[src/common/ccl_cfg.svh]
`ifndef CCL_CFG_SVH
`define CCL_CFG_SVH
`define CCL_PREAMBLE 4'h2
`define CCL_CHECK_CONST 4'h6
`define CCL_EXP_PREAMBLE 8'hF2
`define CCL_EXP_CHECK 8'hD2
`define CCL_EXP_START 8'hFE
`define CCL_LEN_BITS 24
`define CCL_CHK_BITS 4
`define CCL_RELEASE_CLKS 2'h2
`define CCL_REF_MHZ 100
`define CCL_SLOW_KHZ 1000
`define CCL_FAST_KHZ 8000
`define CCL_SLOW_HALF ((`CCL_REF_MHZ * 1000) / (2 * `CCL_SLOW_KHZ))
`define CCL_FAST_HALF ((`CCL_REF_MHZ * 1000) / (2 * `CCL_FAST_KHZ))
`endif

[src/common/ccl_pkg.sv]
package ccl_pkg;
    typedef enum logic [2:0] {
        CCL_IDLE = 3'b000,
        CCL_HEADER = 3'b001,
        CCL_FRAME = 3'b010,
        CCL_CHECK = 3'b011,
        CCL_FULL = 3'b100,
        CCL_DONE = 3'b101,
        CCL_ERROR = 3'b110
    } ccl_state_t;
endpackage : ccl_pkg

[src/hdl/ccl_fifo.sv]
`timescale 1ns/100ps
module ccl_fifo #(
    parameter int WIDTH = 8,
    parameter int DEPTH = 32
) (
    input wire logic ref_clk,
    input wire logic sys_rst,
    input wire logic inValid,
    output logic inReady,
    input wire logic [WIDTH-1:0] inData,
    output logic outValid,
    input wire logic outReady,
    output logic [WIDTH-1:0] outData
);
    localparam int AW = $clog2(DEPTH);
    logic [WIDTH-1:0] mem [DEPTH];
    logic [AW-1:0] wrPtr_reg;
    logic [AW-1:0] rdPtr_reg;
    logic [AW:0] count_reg;
    logic doWr;
    logic doRd;
    assign inReady = (count_reg != (AW+1)'(DEPTH));
    assign outValid = (count_reg != '0);
    assign outData = mem[rdPtr_reg];
    assign doWr = inValid && inReady;
    assign doRd = outValid && outReady;
    always_ff @(posedge ref_clk) begin
        if (doWr) begin
            mem[wrPtr_reg] <= inData;
        end
    end
    always_ff @(posedge ref_clk or posedge sys_rst) begin
        if (sys_rst) begin
            wrPtr_reg <= '0;
            rdPtr_reg <= '0;
            count_reg <= '0;
        end else begin
            if (doWr) begin
                wrPtr_reg <= AW'(wrPtr_reg + 1'b1);
            end
            if (doRd) begin
                rdPtr_reg <= AW'(rdPtr_reg + 1'b1);
            end
            count_reg <= (AW+1)'(count_reg + doWr - doRd);
        end
    end
endmodule : ccl_fifo

[src/hdl/ccl_loader.sv]
`timescale 1ns/100ps
`include "ccl_cfg.svh"
// What the document requires
// Pass header to chain output and capture length after the 0010 preamble.
// After the length field, hold chain output High until own frames done.
// Once full, forward all further start and data bits downstream.
// Count clocks after init; start up when count equals captured length.
// Serial mode releases user I/O two clocks after the final bit.
// Express mode takes one whole byte per configuration clock edge.
// Express checks constant field only, ignores length, waits for done High.
// Upper mode pin low selects Express whatever the lower pin.
// Source gives first byte before second edge, then one per edge.
// Express accepts frame data only with chain select High and not full.
// Express status output Low after header until full, then High.
// Undriven chain select is held High until configuration completes.
// Express activates only when open-drain done reads High; never drives High.
// Source waits until all init lines are High before sending.
// Master clock runs slow by default; a stream bit selects fast. Here the fastClockSelect pin, latched at start, selects it.
// Serial header: eight ones, preamble, 24-bit length, four ones.
// Serial frames open with zero bit, close with 4-bit check.
// Express uses byte preamble, check byte, start byte; bit 0 on line 0.
// Serial ends with postamble; don't-care start-up bytes follow.
// With CRC on, compare 4-bit partial check each frame end.
// On check error stop loading, pull init Low, keep master clock running.
// System restarts after error by reprogram pulse or power cycle.
// Express ignores length bits and holds status output Low.
// Mode pins sampled once at start; mode held until done or restart.
module ccl_loader
    import ccl_pkg::*;
#(
    parameter int FRAME_BITS = 127,
    parameter int FRAME_COUNT = 429,
    parameter int FRAME_BYTES = 16,
    parameter int FIFO_DEPTH = 32
) (
    input wire logic ref_clk,
    input wire logic sys_rst,
    input wire logic configStart,
    input wire logic crcEnable,
    input wire logic fastClockSelect,
    input wire logic upper_mode_pin,
    input wire logic lower_mode_pin,
    input wire logic config_clock,
    input wire logic serialDataIn,
    input wire logic [7:0] config_byte_bus,
    input wire logic chain_select_input,
    input wire logic doneIn,
    input wire logic byteSinkReady,
    output logic chainDataOut,
    output logic initOutEn,
    output logic doneOutEn,
    output logic masterClockOut,
    output logic userIoActive,
    output logic expressMode,
    output logic memoryFull,
    output logic byteSinkValid,
    output logic [7:0] byteSinkData
);
    logic clkMeta_reg, clkSync_reg, clkLast_reg;
    logic dinMeta_reg, dinSync_reg, csMeta_reg, csSync_reg;
    logic doneMeta_reg, doneSync_reg;
    logic [7:0] busMeta_reg, busSync_reg;
    logic m1Meta_reg, m1Sync_reg;
    logic rise;
    ccl_state_t state_reg;
    logic express_reg, fast_reg, crcOn_reg;
    logic [`CCL_LEN_BITS-1:0] lenCount_reg, clkCount_reg;
    logic [7:0] shift_reg;
    logic [5:0] hdrBits_reg;
    logic [15:0] bitCnt_reg, frameCnt_reg;
    logic [3:0] crc_reg;
    logic [1:0] release_reg;
    logic fifoInReady, fifoOutValid;
    logic [7:0] fifoOutData;
    logic fifoPush;
    logic fifoTake;
    logic [15:0] halfCnt_reg;

    function automatic logic [3:0] crcStep(input logic [3:0] c,
                                           input logic d);
        logic fb;
        fb = c[3] ^ d;
        crcStep = {c[2], c[1] ^ fb, c[0], fb};
    endfunction : crcStep

    always_ff @(posedge ref_clk or posedge sys_rst) begin
        if (sys_rst) begin
            clkMeta_reg <= 1'b0;
            clkSync_reg <= 1'b0;
            clkLast_reg <= 1'b0;
            dinMeta_reg <= 1'b1;
            dinSync_reg <= 1'b1;
            csMeta_reg <= 1'b0;
            csSync_reg <= 1'b0;
            doneMeta_reg <= 1'b0;
            doneSync_reg <= 1'b0;
            busMeta_reg <= 8'h00;
            busSync_reg <= 8'h00;
            m1Meta_reg <= 1'b1;
            m1Sync_reg <= 1'b1;
        end else begin
            clkMeta_reg <= config_clock;
            clkSync_reg <= clkMeta_reg;
            clkLast_reg <= clkSync_reg;
            dinMeta_reg <= serialDataIn;
            dinSync_reg <= dinMeta_reg;
            csMeta_reg <= chain_select_input;
            csSync_reg <= csMeta_reg;
            doneMeta_reg <= doneIn;
            doneSync_reg <= doneMeta_reg;
            busMeta_reg <= config_byte_bus;
            busSync_reg <= busMeta_reg;
            m1Meta_reg <= upper_mode_pin;
            m1Sync_reg <= m1Meta_reg;
        end
    end
    // Sample on edge.
    assign rise = clkSync_reg && !clkLast_reg;
    // Accept gating.
    assign fifoPush = rise && express_reg && state_reg == CCL_FRAME
                      && csSync_reg && bitCnt_reg != '0
                      && bitCnt_reg <= 16'(FRAME_BYTES);
    // The output stage takes a byte when it is empty or when the sink takes the byte it holds.
    assign fifoTake = !byteSinkValid || byteSinkReady;

    // Frame bytes are buffered; a stalled sink stalls loading, not data.
    ccl_fifo #(.WIDTH(8), .DEPTH(FIFO_DEPTH)) u_fifo (
        .ref_clk(ref_clk),
        .sys_rst(sys_rst),
        .inValid(fifoPush),
        .inReady(fifoInReady),
        .inData(busSync_reg),
        .outValid(fifoOutValid),
        .outReady(fifoTake),
        .outData(fifoOutData)
    );

    always_ff @(posedge ref_clk or posedge sys_rst) begin
        if (sys_rst) begin
            state_reg <= CCL_IDLE;
            express_reg <= 1'b0;
            fast_reg <= 1'b0;
            crcOn_reg <= 1'b0;
            lenCount_reg <= '0;
            clkCount_reg <= '0;
            shift_reg <= 8'hFF;
            hdrBits_reg <= '0;
            bitCnt_reg <= '0;
            frameCnt_reg <= '0;
            crc_reg <= '0;
            release_reg <= '0;
            chainDataOut <= 1'b1;
            initOutEn <= 1'b0;
            userIoActive <= 1'b0;
        end else begin
            case (state_reg)
                CCL_IDLE: begin
                    if (configStart) begin
                        // Latch mode once.
                        express_reg <= !m1Sync_reg;
                        fast_reg <= fastClockSelect;
                        crcOn_reg <= crcEnable;
                        state_reg <= CCL_HEADER;
                        shift_reg <= 8'hFF;
                        hdrBits_reg <= '0;
                        clkCount_reg <= '0;
                        frameCnt_reg <= '0;
                        crc_reg <= '0;
                        chainDataOut <= m1Sync_reg;
                    end
                end
                CCL_HEADER: begin
                    if (rise) begin
                        clkCount_reg <= `CCL_LEN_BITS'(clkCount_reg + 1'b1);
                        shift_reg <= {shift_reg[6:0], dinSync_reg};
                        if (express_reg) begin
                            // Byte header, length ignored.
                            chainDataOut <= 1'b0;
                            if (busSync_reg == `CCL_EXP_CHECK) begin
                                state_reg <= CCL_FRAME;
                                bitCnt_reg <= '0;
                            end
                        end else begin
                            // Forward header downstream.
                            chainDataOut <= dinSync_reg;
                            if (hdrBits_reg == 6'h00) begin
                                // Preamble detect.
                                if ({shift_reg[2:0], dinSync_reg}
                                    == `CCL_PREAMBLE) begin
                                    hdrBits_reg <= 6'h01;
                                end
                            end else if (hdrBits_reg <= 6'd24) begin
                                lenCount_reg <= {lenCount_reg[22:0],
                                                 dinSync_reg};
                                hdrBits_reg <= 6'(hdrBits_reg + 1'b1);
                            end else if (hdrBits_reg < 6'd28) begin
                                hdrBits_reg <= 6'(hdrBits_reg + 1'b1);
                            end else if (!dinSync_reg) begin
                                // Frame start, hold High.
                                chainDataOut <= 1'b1;
                                state_reg <= CCL_FRAME;
                                bitCnt_reg <= '0;
                            end
                        end
                    end
                end
                CCL_FRAME: begin
                    if (rise) begin
                        clkCount_reg <= `CCL_LEN_BITS'(clkCount_reg + 1'b1);
                        if (!express_reg) begin
                            crc_reg <= crcStep(crc_reg, dinSync_reg);
                            chainDataOut <= 1'b1;
                            bitCnt_reg <= 16'(bitCnt_reg + 1'b1);
                            if (bitCnt_reg == 16'(FRAME_BITS - 6)) begin
                                state_reg <= CCL_CHECK;
                                hdrBits_reg <= '0;
                            end
                        end else if (csSync_reg && fifoInReady) begin
                            bitCnt_reg <= 16'(bitCnt_reg + 1'b1);
                            if (bitCnt_reg == '0 &&
                                busSync_reg != `CCL_EXP_START) begin
                                // Start byte check.
                                state_reg <= CCL_ERROR;
                            end else if (bitCnt_reg ==
                                         16'(FRAME_BYTES + 1)) begin
                                // Constant field check only.
                                if (busSync_reg != `CCL_EXP_CHECK) begin
                                    state_reg <= CCL_ERROR;
                                end else if (frameCnt_reg ==
                                             16'(FRAME_COUNT - 1)) begin
                                    state_reg <= CCL_FULL;
                                end else begin
                                    frameCnt_reg <= 16'(frameCnt_reg + 1'b1);
                                    bitCnt_reg <= '0;
                                end
                            end
                        end
                    end
                end
                CCL_CHECK: begin
                    if (rise) begin
                        clkCount_reg <= `CCL_LEN_BITS'(clkCount_reg + 1'b1);
                        shift_reg <= {shift_reg[6:0], dinSync_reg};
                        hdrBits_reg <= 6'(hdrBits_reg + 1'b1);
                        if (hdrBits_reg == 6'(`CCL_CHK_BITS - 1)) begin
                            // Compare check field.
                            if ({shift_reg[2:0], dinSync_reg} !=
                                (crcOn_reg ? crc_reg : `CCL_CHECK_CONST))
                            begin
                                state_reg <= CCL_ERROR;
                            end else if (frameCnt_reg ==
                                         16'(FRAME_COUNT - 1)) begin
                                state_reg <= CCL_FULL;
                            end else begin
                                frameCnt_reg <= 16'(frameCnt_reg + 1'b1);
                                state_reg <= CCL_FRAME;
                                // Next start bit wraps the count to zero.
                                bitCnt_reg <= '1;
                                crc_reg <= '0;
                            end
                        end
                    end
                end
                CCL_FULL: begin
                    // Status High once full.
                    if (express_reg) begin
                        chainDataOut <= 1'b1;
                        // Wait for wired done.
                        if (doneSync_reg) begin
                            state_reg <= CCL_DONE;
                        end
                    end else if (rise) begin
                        // Pass-through downstream.
                        chainDataOut <= dinSync_reg;
                        clkCount_reg <= `CCL_LEN_BITS'(clkCount_reg + 1'b1);
                        // Start-up at length count.
                        if (clkCount_reg == lenCount_reg) begin
                            state_reg <= CCL_DONE;
                            release_reg <= '0;
                        end
                    end
                end
                CCL_DONE: begin
                    if (express_reg) begin
                        userIoActive <= 1'b1;
                    end else if (rise) begin
                        // Release after two clocks.
                        if (release_reg == `CCL_RELEASE_CLKS - 2'h1) begin
                            userIoActive <= 1'b1;
                        end else begin
                            release_reg <= 2'(release_reg + 1'b1);
                        end
                    end
                end
                CCL_ERROR: begin
                    // Suspend and pull init Low.
                    initOutEn <= 1'b1;
                end
                default: begin
                    state_reg <= CCL_IDLE;
                end
            endcase
        end
    end

    // Master clock divider, keeps running after an error.
    always_ff @(posedge ref_clk or posedge sys_rst) begin
        if (sys_rst) begin
            halfCnt_reg <= '0;
            masterClockOut <= 1'b0;
        end else if (halfCnt_reg >= 16'((fast_reg ? `CCL_FAST_HALF
                                         : `CCL_SLOW_HALF) - 1)) begin
            halfCnt_reg <= '0;
            masterClockOut <= !masterClockOut;
        end else begin
            halfCnt_reg <= 16'(halfCnt_reg + 1'b1);
        end
    end

    always_ff @(posedge ref_clk or posedge sys_rst) begin
        if (sys_rst) begin
            doneOutEn <= 1'b1;
            expressMode <= 1'b0;
            memoryFull <= 1'b0;
            byteSinkValid <= 1'b0;
            byteSinkData <= 8'h00;
        end else begin
            // Done only ever pulled Low, released when full.
            doneOutEn <= !(state_reg == CCL_FULL || state_reg == CCL_DONE);
            expressMode <= express_reg;
            memoryFull <= (state_reg == CCL_FULL || state_reg == CCL_DONE);
            if (fifoTake) begin
                byteSinkValid <= fifoOutValid;
                byteSinkData <= fifoOutData;
            end
        end
    end
endmodule : ccl_loader

[config.mk]
export PLATFORM = sky130hd
export DESIGN_NAME = ccl_loader
export DESIGN_NICKNAME = d
export VERILOG_FILES = /design/src/common/ccl_pkg.sv /design/src/hdl/ccl_fifo.sv /design/src/hdl/ccl_loader.sv
export VERILOG_INCLUDE_DIRS = /design/src /design/src/common
export SDC_FILE = /design/constraint.sdc
export NUM_CORES = 1
export LEC_CHECK = 0
export BUFFER_PORTS_ARGS = -buffer_cell sky130_fd_sc_hd__buf_4
export CAP_MARGIN = 20
export CORE_MARGIN = 1
export CORE_UTILIZATION = 65
export DETAILED_ROUTE_END_ITERATION = 8
export GPL_TIMING_DRIVEN = 0
export PLACE_DENSITY = 0.82
export SLEW_MARGIN = 25
export SYNTH_ARGS = -nofsm -noshare
export SYNTH_HDL_FRONTEND = slang
export SYNTH_SLANG_ARGS = --single-unit
[constraint.sdc]
create_clock -name ref_clk -period 13.58 [get_ports ref_clk]
set_input_delay 1.358 -clock ref_clk [delete_from_list [all_inputs] [get_ports ref_clk]]
set_output_delay 1.358 -clock ref_clk [all_outputs]
set_load 0.02 [all_outputs]
======== Yosys cells after proc, flatten, opt, wreduce, memory -nomap -nowiden ========
Memory sizes are Yosys's and may differ from the RTL's. A register that Yosys moved wholly into a read port is not among the register bits.
Cells that the tools add are included.
storage, ports and cells
  input port bits ......................... 20
  memories kept ........................... 1
  register bits ........................... 168
  bits in writable memories ............... 256
  output and inout bits ................... 16
  logic and storage cells ................. 267
memory list
  name        depth  bits a word  rd ports  clocked after memory_dff  write ports  RTL line        RTL
  u_fifo.mem  32     8            1         1                         1            ccl_fifo.sv:16  logic [WIDTH-1:0] mem [DEPTH];
operators by class
  eq/ne operators ......................... 54
  multiplexer cells ....................... 109
  reduce and logical (&&, ||, !) cells .... 46
  $lt $le $gt $ge ......................... 4
  bitwise logic cells ..................... 5
  $add $sub $neg .......................... 11
operators with widths
  kind                                                                    number
  16-bit 2-to-1 mux                                                       30
  16-bit case mux with 3 select lines                                     2
  3-bit 2-to-1 mux                                                        26
  24-bit 2-to-1 mux                                                       3
  6-bit 2-to-1 mux                                                        12
  24-bit case mux with 3 select lines                                     1
  16-bit by 1-bit adder with 16-bit output, second input constant         3
  2-bit inequality test, second input constant                            18
  4-bit 2-to-1 mux                                                        8
  3-bit inequality test, second input constant                            9
  24-bit by 1-bit adder with 24-bit output, second input constant         1
  24-bit == test                                                          1
  6-bit case mux with 4 select lines                                      1
  3-bit case mux with 6 select lines                                      1
  18-bit AND reduction                                                    1
  16-bit by 5-bit == test with 1-bit output, second input constant        1
  16-bit by 7-bit == test with 1-bit output, second input constant        1
  16-bit by 9-bit == test with 1-bit output, second input constant        1
  16-bit greater-or-equal comparator                                      1
  16-bit by 5-bit <= comparator with 1-bit output, second input constant  1
  16-bit logical NOT                                                      1
  8-bit inequality test, second input constant                            2
  16-bit nonzero test                                                     1
  1-bit 2-to-1 mux                                                        15
  49 further kinds                                                        88

======== Longest topological paths before layout ========
Gate-level depths: netlist of the first run.
  depth after elaboration ................. 10
  mapped depth ............................ 12
  mapped depth without buffers ............ 11

======== By module ========
A second synthesis of the first run with hierarchy kept.
second synthesis, totals
  cells, all modules ...................... 1338
  area, all modules ....................... 18811.8 um^2
modules (own cells, without submodules)
  module      times used  cells an instance  area each (um^2)  seq. area each (um^2)
  ccl_fifo    1           555                10844.2           8087.8
  ccl_loader  1           783                7967.6            4015.1

======== Worst setup path after synthesis of the first run ========
No wires, ideal clock.
  kind .................................... input -> register
  from .................................... input port byteSinkReady
  to ...................................... register u_fifo.count_reg[5]
  cell stages on the path ................. 12
  data required time ...................... 13501 ps
  setup slack ............................. 10135 ps
  data arrival time ....................... 3366 ps
  buffers on the path ..................... 1
  setup time .............................. 79 ps
  path through ............................ nand2b_1 clkbuf_1 inv_1 a31oi_1 ha_1 inv_1 ha_1 a21o_1 a21oi_1 o21bai_1 a21oi_1 xor2_1
between the ends
  longest elaborated chain between the ends .. 3
ends and longest elaborated chain
  what                                         RTL line           RTL
  start, declared                              ccl_loader.sv:48   input wire logic byteSinkReady,
  1-bit logical OR                             ccl_loader.sv:124  assign fifoTake = !byteSinkValid || byteSinkReady;
  1-bit logical AND                            ccl_fifo.sv:26     assign doRd = outValid && outReady;
  named net u_fifo.doRd                        ccl_fifo.sv:21     logic doRd;
  6-bit by 1-bit subtractor with 6-bit output  ccl_fifo.sv:44     count_reg <= (AW+1)'(count_reg + doWr - doRd);
  end signal, assigned                         ccl_fifo.sv:44
  end, declared                                ccl_fifo.sv:19     logic [AW:0] count_reg;
The timed path passes the listed nets, and every way through them passes these cells.
A chain may end at the register's enable or synchronous reset.

======== Final worst setup path of the first run ========
  from .................................... register state_reg[1]
  to ...................................... memory u_fifo.mem[25][4], enable pin
between the ends
  longest elaborated chain between the ends .. 8
ends and longest elaborated chain
  what                                      RTL line           RTL
  start, declared                           ccl_loader.sv:65   ccl_state_t state_reg;
  start signal, assigned                    ccl_loader.sv:140  state_reg <= CCL_IDLE;
  start signal, assigned                    ccl_loader.sv:163  state_reg <= CCL_HEADER;
  start signal, assigned                    ccl_loader.sv:180  state_reg <= CCL_FRAME;
  3-bit by 2-bit == test with 1-bit output  ccl_loader.sv:120  assign fifoPush = rise && express_reg && state_reg == CCL_FRAME
  1-bit logical AND                         ccl_loader.sv:120
  1-bit logical AND (2 in a row)            ccl_loader.sv:121  && csSync_reg && bitCnt_reg != '0
  1-bit logical AND                         ccl_loader.sv:122  && bitCnt_reg <= 16'(FRAME_BYTES);
  1-bit logical AND                         ccl_fifo.sv:25     assign doWr = inValid && inReady;
  named net u_fifo.doWr                     ccl_fifo.sv:20     logic doWr;
  1-bit 2-to-1 mux                          ccl_fifo.sv:28     if (doWr) begin
  1-bit 2-to-1 mux (implied by the code)    ccl_fifo.sv:29     mem[wrPtr_reg] <= inData;
  end, declared                             ccl_fifo.sv:16
The timed path passes the listed nets, and every way through them passes these cells.

==> results of run 1 <==
[cell families (layout without fill, tap and decap cells)]
family / after synthesis / in the layout / share of synthesized area, %
flip-flops: 432 / 432 / 64.8
buffers and inverters: 101 / 215 / 2.08
XOR/XNOR: 60 / 60 / 2.81
adder cells (fa/ha/maj): 30 / 30 / 2.05
other: 1 / 9 / 0.0201
AND/OR/NAND/NOR: 345 / 345 / 10.1
multiplexers: 121 / 121 / 12.0
AO/OA/AOI/OAI: 181 / 181 / 6.11
[power by group]
| group | total [mW] | switching, mW | leakage (nW) | internal, mW |
|---|---|---|---|---|
| Combinational | 1.16 | 0.653 | 2.57 | 0.510 |
| Clock | 1.17 | 0.500 | 0.684 | 0.672 |
| Sequential | 1.61 | 0.113 | 4.52 | 1.50 |
[through the flow]
stage	setup WS [ns]	hold WS, ns	cell area (um2)	instances
2_1_floorplan	7.46	0.331	18700	1279
3_3_place_gp	5.58	0.332	19400	1691
3_5_place_dp	9.27	0.335	19500	1692
4_1_cts	9.39	0.342	20900	1771
5_1_grt	9.42	0.357	20900	1771
6_report	9.61	0.346	20900	1771
[path summary, 6_finish.rpt]
| kind | start | end |
|---|---|---|
| worst max-delay path | state_reg[1] | u_fifo.mem[25][4] |
| worst min-delay path | busMeta_reg[0] | busSync_reg[0] |
| worst max register to register | state_reg[1] | u_fifo.mem[25][4] |
| worst min register to register | busMeta_reg[0] | busSync_reg[0] |
| max in group asynchronous | sys_rst | shift_reg[2] |
| min in group asynchronous | sys_rst | busMeta_reg[7] |
[cell usage after synthesis (6+ instances only)]
library cell	number	area, um2
xnor2_1	19	166
clkbuf_1	43	161
xor2_1	41	359
ha_1	29	363
o22a_1	19	166
and3_1	19	119
nor3_1	30	150
dfrtp_1	167	4180
o21ai_0	42	210
and4_1	6	52.6
nand3_1	18	90.1
nand4_1	28	175
a31oi_1	12	75.1
edfxtp_1	256	7690
nor2_1	99	372
or2_2	6	37.5
mux2i_1	12	120
mux4_2	80	1800
o31ai_1	12	90.1
nand2_1	42	158
dfstp_2	9	236
nor4_1	16	100
buf_1	13	48.8
or3_1	23	144
inv_1	43	161
a21oi_1	57	285
nor2b_1	6	37.5
or4_1	8	60.1
o211ai_1	7	52.6
mux2_2	29	327
nand2b_1	8	50.1
[worst max-delay path, delay by kind of cell, from the launching register on]
family                 cells  cell delay (ns)
flip-flops                 1             0.32
AND/OR/NAND/NOR            5             2.76
buffers and inverters      2             0.51
[routing by layer]
layer	GRT usage [%]	vias to the layer above	share of wire, %
met5	0	-	0
met4	9.55	0	3.1
met1	37.6	5737	39
li1	-	5045	-
met3	4.07	102	6.1
met2	51.0	525	52
[final cells by class]
type,count,share of cell area (%)
tap,378,2.26
timing repair buffer,35,1.35
inverter,43,0.809
buffer,58,1.08
clock buffer,54,5.59
clock inverter,25,1.10
multi-input combinational,746,29.8
sequential,432,58.0
==> results.toml, run 1 <==
[placement]
port-buffer-count = 34
dp_hpwl_mm = 26.1
routabilityCongestion = 0.913

[worst_setup_path]
slowest_delay_ns = 0.79
cpMaxStageDelayCell = "nor2_1"
r2r_slack_ns = 9.61
path_max_fanout = 10
crit_type = "register to register"
crit_top_cell = "nand2_1"
critical_path_arrival_ns = 4.14
cp.required_ns = 13.75
end_kind = "register"
startpoint_type = "register"
worstRegToRegCells = 7
cp_cell_sequence = "clkbuf_1, buf_2, nor4bb_1, nand2_1, nor4b_4, nand2_1, nor2_1"

[sta]
finClkSkew_ns = 0.0227
hold_viol_final = 0
fin_tns_setup_ns = 0
slew_headroom_pct = 25.2
tightestPinTransition_ns = 1.11
finalCriticalPeriod_ns = 3.97
setup_viol = 0
slew_viol_final = 0
rsz0062_at_grt = "no"
clock.fmax_ghz = 0.252
final.period_utilization_pct = 29.2

[clock_tree]
cts_hold_buf = 0
clock_latency_ns = 0.55
cts_tree = "yes"
postCtsSetupBuffers = 0
post_cts_resized = 0
cts.sinks = 432
clock-root-buffer = "clkbuf_16"
path_clk_slew_ns = 0.06
htree_levels = 2
cts-buffers-inserted = 43
clockBufferDepth = 3

[drt]
vias = 11400
drc_errors = 0
ant_nets = 0
wl_per_cell_um = 22.8
drtPass1Iterations = 6
drt_iter0_drc = 1252
viasPerCell = 6.44
routed_wl_mm = 40.4

[synth]
syn_avg_cell_area_um2 = 14.7
synth.distinct_cells = 68
synth-main-ff-cell = "edfxtp_1"
synth_edf_count = 256
synth-seq-area-share_pct = 64.8
netlist_area_um2 = 18700
ys_warn_count = 0
syn_inst = 1271
synth_seq_cells = 432
synth_async_sr_flop_share_pct = 40.7

[status]
outcome = "complete, no violations"

[cells_and_area]
fillers = 1691
multi_input_area_um2 = 6220
layout_commonest_cell = "edfxtp_1"
diodes = 0
fin_nets = 1409
layout-drive-gt1-share_pct = 18.3
area_delta_synth_final_pct = 11.9
layout_common_cells = "edfxtp_1 (256), dfrtp_1 (159), nor2_1 (99), mux4_2 (80), a21oi_1 (57)"
seq_area_um2 = 12100
post-route-util_pct = 74.6
largest_reg_flops = 256

[min_path]
hp-class = "register to register"
whs_path_depth = 0

[power_and_ir_drop]
finalPower_mw = 3.95
cellPowerDensity_nw_per_um2 = 189
p_leak_nw = 7.77
peakVddDrop_uv = 134

[die]
start_util_pct = 66.7
die-area_um2 = 29400
core_area_um2 = 28000
fp.dieW_um = 171
die_h_um = 171
fp-row-count = 61
pin_count = 36

[grt]
grt_pass1_vias = 11400
grt_overflow_total = 0
grtUsageTotal_pct = 29.1
grt_max_degree = 101
grt_pass1_wl_mm = 64.0
grt_antenna_before_repair = 0

[flow_run]
drv_cap = 0
Power figures use the tool's default switching activity.
==> run 2, diff against run 1 <==
--- a/config.mk
+++ b/config.mk
@@ -9,10 +9,10 @@
 export BUFFER_PORTS_ARGS = -buffer_cell sky130_fd_sc_hd__buf_4
 export CAP_MARGIN = 20
 export CORE_MARGIN = 1
-export CORE_UTILIZATION = 65
+export CORE_UTILIZATION = 63
 export DETAILED_ROUTE_END_ITERATION = 8
 export GPL_TIMING_DRIVEN = 0
-export PLACE_DENSITY = 0.82
+export PLACE_DENSITY = 0.8
 export SLEW_MARGIN = 25
 export SYNTH_ARGS = -nofsm -noshare
 export SYNTH_HDL_FRONTEND = slang
==> constraint.sdc (replaced) <==
create_clock -name ref_clk -period 4 [get_ports ref_clk]
set_input_delay 0.4 -clock ref_clk [delete_from_list [all_inputs] [get_ports ref_clk]]
set_output_delay 0.4 -clock ref_clk [all_outputs]
set_load 0.02 [all_outputs]
==> run 2 against run 1 <==
Via count barely moved. Critical path type unchanged. Global-route usage fell by 1.9 points. First-iteration DRC count fell by 21%. Design area rose by 2.0%. Maximum frequency rose by 7.8%. Sequential share of layout area fell by 1.2 points. Sequential cell count did not move. Critical path depth did not move. Cell count rose by 1.5%. Clock skew fell by 0.0079 ns. Power rose to 3.5 times the previous value. Largest power group unchanged.
==> results.toml, run 2 (same netlist as run 1, synthesis figures left out) <==
[clock_tree]
clock-root-buffer = "clkbuf_16"
clockBufferDepth = 3
path_clk_slew_ns = 0.06
cts_tree = "yes"
htree_levels = 2
cts.sinks = 432
clock_latency_ns = 0.54
cts-buffers-inserted = 43
postCtsSetupBuffers = 0

[cells_and_area]
seq_area_um2 = 12100
fillers = 1741
final_cell_count_no_fill = 1797
layout_commonest_cell = "edfxtp_1"
layout-drive-gt1-share_pct = 19.9
multi_input_area_um2 = 6290
finalInstanceArea_um2 = 21300
largest_reg_flops = 256
area_delta_synth_final_pct = 14.1
layout_common_cells = "edfxtp_1 (256), dfrtp_1 (160), mux4_2 (80), nor2_1 (74), a21oi_1 (57)"
diodes = 0
post-route-util_pct = 73.6
fin_nets = 1428

[sta]
slew_viol_final = 0
hold_ws_ns = 0.0909
fin_tns_setup_ns = 0
hold_viol_final = 0
finClkSkew_ns = 0.0148
setup_viol = 0
final.period_utilization_pct = 92.1
tightestPinTransition_ns = 1.02
clock.fmax_ghz = 0.272
slew_headroom_pct = 31.7
rsz0062_at_grt = "no"
finalCriticalPeriod_ns = 3.68
setup_ws_ns = 0.318

[worst_setup_path]
end_kind = "register"
path_max_fanout = 10
cpMaxStageDelayCell = "nor2_1"
startpoint_type = "register"
crit_type = "register to register"
slowest_delay_ns = 0.76
cp_cell_sequence = "clkbuf_1, buf_2, nor4bb_2, nand2_1, nor4b_4, nand2_1, nor2_1"
cp.required_ns = 4.16
cp-startpoint = "state_reg[1]"
crit_top_cell = "nand2_1"
worstRegToRegCells = 7
crit-reg2reg-launch = "state_reg[1]"
critical_path_arrival_ns = 3.84

[drt]
wl_per_cell_um = 22.3
drtPass1Iterations = 7
drt_iter0_drc = 991
routed_wl_mm = 40.0
viasPerCell = 6.35
vias = 11400
drc_errors = 0
ant_nets = 0

[min_path]
whs_path_depth = 3
hold_start = "crcEnable"
hp-class = "input pin to register"

[placement]
pre_cts_ws_ns = -0.218
dp.cells = 1703
routabilityCongestion = 0.882
place_area_um2 = 19600
port-buffer-count = 34
dp_hpwl_mm = 26.0

[grt]
grt_pass1_wl_mm = 63.2
grt_overflow_total = 0
grt_antenna_before_repair = 0
grt_max_degree = 36
grt_pass1_vias = 11600
grtUsageTotal_pct = 27.2

[power_and_ir_drop]
peakVddDrop_uv = 477
finalPower_mw = 13.7
p_leak_nw = 7.92
cellPowerDensity_nw_per_um2 = 643

[die]
fp-row-count = 62
start_util_pct = 64.5
die-area_um2 = 30300
fp.dieW_um = 174
die_h_um = 174
core_area_um2 = 28900
pin_count = 36

[flow_run]
drv_cap = 0

[status]
outcome = "complete, no violations"
## run 2: where the power goes
| part | internal, mW | switching [mW] |
|---|---|---|
| Clock | 2.58 | 1.68 |
| Sequential | 5.09 | 0.396 |
| Combinational | 1.75 | 2.21 |
## run 2: final timing paths
kind,to,slack [ns]
hold reg to reg,busSync_reg[2],0.34
setup / recovery,u_fifo.mem[28][1],0.32
max in group asynchronous,bitCnt_reg[9],2.51
min in group asynchronous,busSync_reg[1],0.38
hold / removal,crcOn_reg,0.09
setup reg to reg,u_fifo.mem[28][1],0.32
## run 2: per-layer routing
metal	share of wire (%)	GRT usage [%]	vias to the layer above
met4	3.6	10.3	0
met3	6.3	4.88	98
met5	0	0	-
met1	39	34.8	5777
li1	-	-	5087
met2	51	46.5	449
## run 2: cell type report
type	count	share of cell area (%)
Sequential cell	432	56.8
Multi-Input combinational cell	746	29.5
Clock buffer	59	5.67
Timing Repair Buffer	54	2.45
Tap cell	384	2.26
Clock inverter	21	1.40
Buffer	58	1.06
Inverter	43	0.775
## run 2: critical path, delay by kind of cell, from the launching register on
kind          cells  cell delay (ns)
flops             1             0.32
buf+inv           2             0.50
simple gates      5             2.49
## run 2: what timing repair did
action / in CTS / in global routing
endpoints found under the setup margin: 256 / 248
endpoints found under the hold margin: 22 / 0
hold buffers: 14 / 0
resized for setup: 1 / 26
gates cloned: 0 / 0
pin swaps: 0 / 0
